File: src/pin_port_pkg.sv
package pin_port_pkg;
  localparam int unsigned NUM_PINS = 8;
  localparam logic [31:0] PIN_PORT_REGISTER_OFFSET = 32'h0000_0060;
  localparam int unsigned SELECT_BIT = 8;
  localparam logic [7:0] DIR_RESET = 8'h00;
  localparam logic [7:0] OUT_RESET = 8'h00;
  localparam logic SELECT_RESET = 1'b0;
  localparam logic [22:0] UPPER_READ = 23'h7FFFFF;
  localparam logic [1:0] HTRANS_NONSEQ = 2'h2;
  localparam logic [1:0] HTRANS_SEQ = 2'h3;
  localparam logic [2:0] HSIZE_WORD = 3'h2;
  localparam logic [1:0] HRESP_OKAY = 2'h0;
endpackage

File: src/general_purpose_pin_port.sv
// Behaviour
// RULE1 - Eight pins, each input or output, controlled by one port register.
// RULE2 - Bit 8 selects whether low byte means pin directions or pin data.
// RULE3 - Select set: writing low byte sets direction, 1 output, 0 input.
// RULE4 - Hardware reset makes all pins inputs, nothing driven.
// RULE5 - Select clear: writing low byte sets levels driven on output pins.
// RULE6 - Select clear: reading low byte gives input levels and driven output values.
// RULE7 - Select set: read returns directions; inputs synchronised before reading.
module general_purpose_pin_port
  import pin_port_pkg::*;
(
  input wire logic hclk,
  input wire logic hresetn,
  input wire logic hsel,
  input wire logic [31:0] haddr,
  input wire logic [1:0] htrans,
  input wire logic hwrite,
  input wire logic [2:0] hsize,
  input wire logic [31:0] hwdata,
  input wire logic hready,
  output logic [31:0] hrdata,
  output logic hreadyout,
  output logic [1:0] hresp,
  input wire logic [NUM_PINS-1:0] pin_in,
  output logic [NUM_PINS-1:0] pin_out,
  output logic [NUM_PINS-1:0] pin_oe
);
  typedef struct packed {
    logic port_access_select;
    logic [NUM_PINS-1:0] dir;
    logic [NUM_PINS-1:0] out_val;
    logic wr_pend;
    logic [31:0] rdata;
  } port_s;

  port_s st_r;
  port_s st_nxt;
  logic [NUM_PINS-1:0] pin_level;
  logic [NUM_PINS-1:0] pin_direction_or_value;
  logic addr_hit;
  logic rd_req;
  logic wr_req;

  // Input pins cross into hclk before software sees them
  pin_sync #(
    .WIDTH(NUM_PINS)
  ) u_sync (
    .hclk(hclk),
    .hresetn(hresetn),
    .async_in(pin_in),
    .level(pin_level)
  );

  // Address phase decode; only whole-word transfers hit the register
  assign addr_hit = (haddr[7:2] == PIN_PORT_REGISTER_OFFSET[7:2]) && (hsize == HSIZE_WORD);
  assign rd_req = hsel && hready && (htrans == HTRANS_NONSEQ || htrans == HTRANS_SEQ)
                  && !hwrite;
  assign wr_req = hsel && hready && (htrans == HTRANS_NONSEQ || htrans == HTRANS_SEQ)
                  && hwrite && addr_hit;

  // Data view of the low byte: inputs from pins, outputs from driven value
  always_comb begin
    pin_direction_or_value = (pin_level & ~st_r.dir) | (st_r.out_val & st_r.dir); // RULE6
  end

  // Register state update and read capture
  always_comb begin
    st_nxt = st_r;
    st_nxt.wr_pend = wr_req;
    if (st_r.wr_pend) begin
      st_nxt.port_access_select = hwdata[SELECT_BIT]; // RULE2
      if (st_r.port_access_select) begin
        st_nxt.dir = hwdata[NUM_PINS-1:0]; // RULE3
      end else begin
        st_nxt.out_val = hwdata[NUM_PINS-1:0]; // RULE5
      end
    end
    if (rd_req) begin
      if (!addr_hit) begin
        st_nxt.rdata = 32'h0000_0000; // Unmapped reads give zero
      end else if (st_r.port_access_select) begin
        st_nxt.rdata = {UPPER_READ, 1'b1, st_r.dir}; // RULE7
      end else begin
        st_nxt.rdata = {UPPER_READ, 1'b0, pin_direction_or_value}; // RULE6
      end
    end
  end

  // Reset leaves every pin an input
  always_ff @(posedge hclk or negedge hresetn) begin
    if (!hresetn) begin
      st_r.port_access_select <= SELECT_RESET;
      st_r.dir <= DIR_RESET; // RULE4
      st_r.out_val <= OUT_RESET;
      st_r.wr_pend <= 1'b0;
      st_r.rdata <= 32'h0000_0000;
    end else begin
      st_r <= st_nxt;
    end
  end

  // Zero wait states; select read back is the bit written last, so a
  // write that flips select applies its low byte under the old mode
  assign hreadyout = 1'b1;
  assign hresp = HRESP_OKAY;
  assign hrdata = st_r.rdata;
  assign pin_oe = st_r.dir; // RULE1
  assign pin_out = st_r.out_val & st_r.dir;
endmodule

File: src/pin_sync.sv
module pin_sync
  import pin_port_pkg::*;
#(
  parameter int unsigned WIDTH = 8
) (
  input wire logic hclk,
  input wire logic hresetn,
  input wire logic [WIDTH-1:0] async_in,
  output logic [WIDTH-1:0] level
);
  typedef struct packed {
    logic [WIDTH-1:0] s1;
    logic [WIDTH-1:0] s2;
    logic [WIDTH-1:0] s3;
    logic [WIDTH-1:0] lvl;
  } sync_s;

  sync_s q_r;
  sync_s q_nxt;

  // Stage one feeds only stage two; accept a change once stages two and three agree
  always_comb begin
    q_nxt = q_r;
    q_nxt.s1 = async_in;
    q_nxt.s2 = q_r.s1;
    q_nxt.s3 = q_r.s2;
    for (int i = 0; i < WIDTH; i++) begin
      if (q_r.s2[i] == q_r.s3[i]) begin
        q_nxt.lvl[i] = q_r.s3[i];
      end
    end
  end

  // Constant reset; no port value captured
  always_ff @(posedge hclk or negedge hresetn) begin
    if (!hresetn) begin
      q_r <= '0;
    end else begin
      q_r <= q_nxt;
    end
  end

  assign level = q_r.lvl;
endmodule
File: config.mk
export PLATFORM = sky130hd
export DESIGN_NAME = general_purpose_pin_port
export DESIGN_NICKNAME = d
export VERILOG_FILES = /design/src/pin_port_pkg.sv /design/src/general_purpose_pin_port.sv /design/src/pin_sync.sv
export SDC_FILE = /design/constraint.sdc
export NUM_CORES = 1
export LEC_CHECK = 0
export BUFFER_PORTS_ARGS = -buffer_cell sky130_fd_sc_hd__buf_2
export CORE_MARGIN = 1
export CORE_UTILIZATION = 40
export DETAILED_ROUTE_END_ITERATION = 8
export PLACE_DENSITY = 0.72
export REMOVE_ABC_BUFFERS = 1
export SKIP_CTS_REPAIR_TIMING = 1
export SLEW_MARGIN = 20
export SYNTH_ARGS = -nofsm -noshare
export SYNTH_HDL_FRONTEND = slang
export SYNTH_SLANG_ARGS = --single-unit
File: constraint.sdc
create_clock -name hclk -period 1.46 [get_ports hclk]
set_input_delay 0 -clock hclk [delete_from_list [all_inputs] [get_ports hclk]]
set_output_delay 0 -clock hclk [all_outputs]
set_load 0.005 [all_outputs]
== Yosys cells after proc, flatten, opt, wreduce, memory -nomap -nowiden ==
Cells that the tools add are included.

* Register bits: 82
* Input port bits: 82
* Output and inout port bits: 51
* Word-level logic and storage cells: 45

* Equality and inequality tests: 12
* Muxes and demuxes: 2
* Bitwise operators: 5
* Reduce and logical (&&, ||, !) cells: 10

{| class="wikitable"
|+ Operators with widths
! cell !! number
|-
| two-way mux 32 bit || 1
|-
| AND 8 bit || 2
|-
| two-way mux 9 bit || 1
|-
| equality test 1 bit || 8
|-
| NOT 8 bit || 1
|-
| bitwise OR 8 bit || 1
|-
| equality test 6 x 5 -> 1 bit (second input constant) || 1
|-
| logical AND 1 bit || 6
|-
| equality test 2 bit (second input constant) || 2
|-
| AND reduction 2 bit || 2
|-
| equality test 3 x 2 -> 1 bit (second input constant) || 1
|-
| zero test 1 bit || 1
|-
| logical OR 1 bit || 1
|-
| NOT 1 bit || 1
|}

== Depth between registers and ports, before layout ==
* Word-level depth: 5
* Depth in mapped cells: 4
* Mapped depth without buffers: 3

== Hierarchy ==
Synthesis repeated with hierarchy kept, for this count alone.

* Cell total of the unflattened synthesis: 197
* Area, all modules: 2,582.5 µm²

{| class="wikitable"
|+ Modules (own cells, without submodules)
! module !! instances !! cells each !! area each (µm²) !! seq. area each (µm²)
|-
| general_purpose_pin_port || 1 || 149 || 1,631.6 || 700.7
|-
| pin_sync || 1 || 48 || 950.9 || 800.8
|}

== Least setup slack after synthesis ==
OpenSTA, ideal clock, no wires.

* Kind: register to register
* Start point: register st_r[49] (netlist bit)
* End point: register st_r (netlist bit pin_oe[0])
* Setup time: 0.125 ns
* Arrival time: 1.076 ns
* Data required time: 1.335 ns
* Setup slack: 0.260 ns
* Cell stages (with the launch flop): 4
* Buffers on the path: 1
* Clock period less this slack: 1.200 ns
* Cells stage by stage: dfrtp_1 -> buf_2 -> nand2_1 -> mux2_2

* Word-level cells in the longest chain between the ends: 1

{| class="wikitable"
|+ RTL lines
! what !! line !! RTL
|-
| start, declared || general_purpose_pin_port.sv:36 || <nowiki>port_s st_r;</nowiki>
|-
| start signal, assigned || general_purpose_pin_port.sv:98 || <nowiki>st_r <= st_nxt;</nowiki>
|-
| AND reduction 2 bit (no source line) || -- ||
|}

No other way between the ends.
A chain may end at the register's enable or synchronous reset.

== Worst setup path in the final report ==
* Start point: register st_r[49] (netlist bit)
* End point: register st_r (netlist bit pin_oe[5])

Same word-level chain as after synthesis.

==> results.json <==
{
  "start_kind": "flop",
  "setup-tns-final_ps": 0,
  "finalCritPeriodShare_pct": 92.8,
  "yosysSeqAreaShare_pct": 59.8,
  "ios": 133,
  "synth_top_area_cell": "dfrtp_1",
  "crit_arrival_ps": 1560,
  "cts_tree": "yes",
  "postRouteAntennaNets": 0,
  "start_util_pct": 41.9,
  "clkSinkCount": 60,
  "cts_root_buf": "clkbuf_8",
  "synth_top_area_share_pct": 59.8,
  "vias_per_cell": 4.59,
  "finalMaxSlewViolations": 0,
  "max_clock_freq_mhz": 738,
  "post-place-cells": 307,
  "grt_setup_unrepaired": "no",
  "syn_to_final_growth_pct": 26.1,
  "wl_per_cell_um": 13.0,
  "die_area_um2": 6600,
  "grt_antenna_before_repair": 0,
  "hold_class": "in2reg",
  "total_leakage_power_uw": 0.00160,
  "syn_avg_cell_area_um2": 13.3,
  "htreeDepth": 3,
  "dieHeight_um": 81.3,
  "power.density_nw_per_um2": 1130,
  "yosys.cell_types.count": 24,
  "ys_ff_latch": 60,
  "vias": 1576,
  "fillerInstances": 523,
  "setup.worst_path.end_class": "flop",
  "drc": 0,
  "drive_gt1_share_pct": 48.1,
  "grt_pass1_wl_mm": 6.98,
  "ys_top_cells_by_area": "dfrtp_1 60%, buf_4 13%, mux2_2 7.2%",
  "dp.final_hpwl_mm": 2.99,
  "core_um2": 5990,
  "synth_area_um2": 2510,
  "path_class": "reg2reg",
  "finalNonFillerCells": 343,
  "gr-total-overflow": 0,
  "clock_path_buffers": 2,
  "gp_congestion": 0.711,
  "dr.pass1.iters": 2,
  "yosysWarnings": 0,
  "grt_max_degree": 61,
  "grt_pass1_vias": 1475,
  "wirelength_mm": 4.47,
  "drv_cap": 0,
  "antennaDiodeCount": 0,
  "required_ps": 1670,
  "clock_skew_ps": 8.24,
  "netlist_instances": 189,
  "status": "complete, no violations",
  "cts_buffers": 9,
  "final_nets": 345,
  "hold_depth": 4,
  "min_period_ps": 1350,
  "setup_viol": 0,
  "vdd_drop_max_mv": 0.603,
  "num_rows": 28,
  "worstPathMaxFanout": 7,
  "portBuffers": 79,
  "whs_ps": 170,
  "hold_viol": 0,
  "reg2reg_depth": 3,
  "drt_iter0_drc": 76,
  "clk_pin_slew_worst_paths_ps": 70,
  "fp.dieW_um": 81.3,
  "clock_latency_ps": 330,
  "grtUsageTotal_pct": 15.0
}
power breakdown:
part | total, uW | internal (uW) | switching, uW
Clock | 1600 | 999 | 606
Combinational | 191 | 110 | 80.9
Sequential | 1770 | 1730 | 39.3
flip-flops by register name (all words and copies together), names as in the netlist:
signal	count
u_sync.q_nxt	16
pin_oe	8
u_sync.level	8
hrdata	10
u_sync.q_r	8
st_r	10
cell usage in the layout (no fill, tap or decap), drive strengths merged, types with 2 or more instances in the layout:
cell and count:
buf 90, dfrtp 60, dlygate4sd3 20, mux2 16, nand2 12, clkbuf 11, and2 8, a21oi 8
nor3b 8, maj3 8, o41ai 8, conb 3, clkinv 3, nand4b 2, bufinv 2, o21ai 2
synth_stat cells:
cell type / count
conb_1: 2
nor3_1: 1
and4bb_1: 1
clkinv_1: 1
nand4b_1: 2
buf_2: 3
a21oi_1: 8
nor2b_1: 1
maj3_1: 8
nand4_1: 1
dfrtp_1: 60
o41ai_2: 7
nor2_1: 1
and2_1: 8
nor3b_1: 8
buf_6: 1
nand2_1: 12
mux2_2: 16
o21ai_0: 1
clkbuf_1: 1
o21ai_1: 1
o41ai_1: 1
o31ai_1: 1
buf_4: 43
routing by layer:
layer,wire [um],GRT usage [%],vias up
met5,0,0,-
met4,95,10.2,0
met3,257,4.49,9
met2,2130,22.5,70
met1,1990,18.7,744
li1,-,-,753
layout make-up:
| type | count | area (um2) | share of cell area (%) |
|---|---|---|---|
| Clock inverter | 5 | 75.1 | 2.37 |
| Timing Repair Buffer | 110 | 691 | 21.8 |
| Multi-Input combinational cell | 81 | 658 | 20.8 |
| Clock buffer | 11 | 141 | 4.46 |
| Tap cell | 75 | 93.8 | 2.96 |
| Inverter | 1 | 7.51 | 0.237 |
| Sequential cell | 60 | 1500 | 47.4 |
kinds of logic after synthesis:
group	synth area share (%)
and+or+nand+nor	8.22
other	0.299
muxes	7.17
adders and majority gates	3.19
buffers and inverters	14.2
AOI/OAI and AO/OA	7.17
DFF	59.8
per-stage QoR:
stage	util, %	power (uW)	area [um2]	worst slack (ps)
after detailed placement	45.9	1960	2750	84.9
after global placement	45.9	1950	2750	88.4
final	52.9	3570	3170	106
after floorplan	-	1840	2160	65.5
after CTS	49.5	3580	2960	77.4
after global routing	52.9	3730	3170	3.96
worst paths after layout:
| check | endpoint | slack [ps] | start |
|---|---|---|---|
| max | pin_oe[5]$_DFFE_PN0P_ | 110 | st_r[49]$_DFFE_PN0P_ |
| min | st_r[32]$_DFF_PN0_ | 170 | hsize[2] |
| max reg2reg | pin_oe[5]$_DFFE_PN0P_ | 110 | st_r[49]$_DFFE_PN0P_ |
| min reg2reg | u_sync.q_nxt[14]$_DFF_PN0_ | 350 | u_sync.q_nxt[22]$_DFF_PN0_ |
| max in group asynchronous | st_r[37]$_DFFE_PN0P_ | 990 | hresetn |
| min in group asynchronous | u_sync.q_nxt[19]$_DFF_PN0_ | 210 | hresetn |
critical path: stages, from the launching register on:
cell and delay, ps:
dfrtp_1 510, nand2_1 250, buf_4 210, mux2_2 260
No activity file was read; power rests on OpenSTA's default activity.
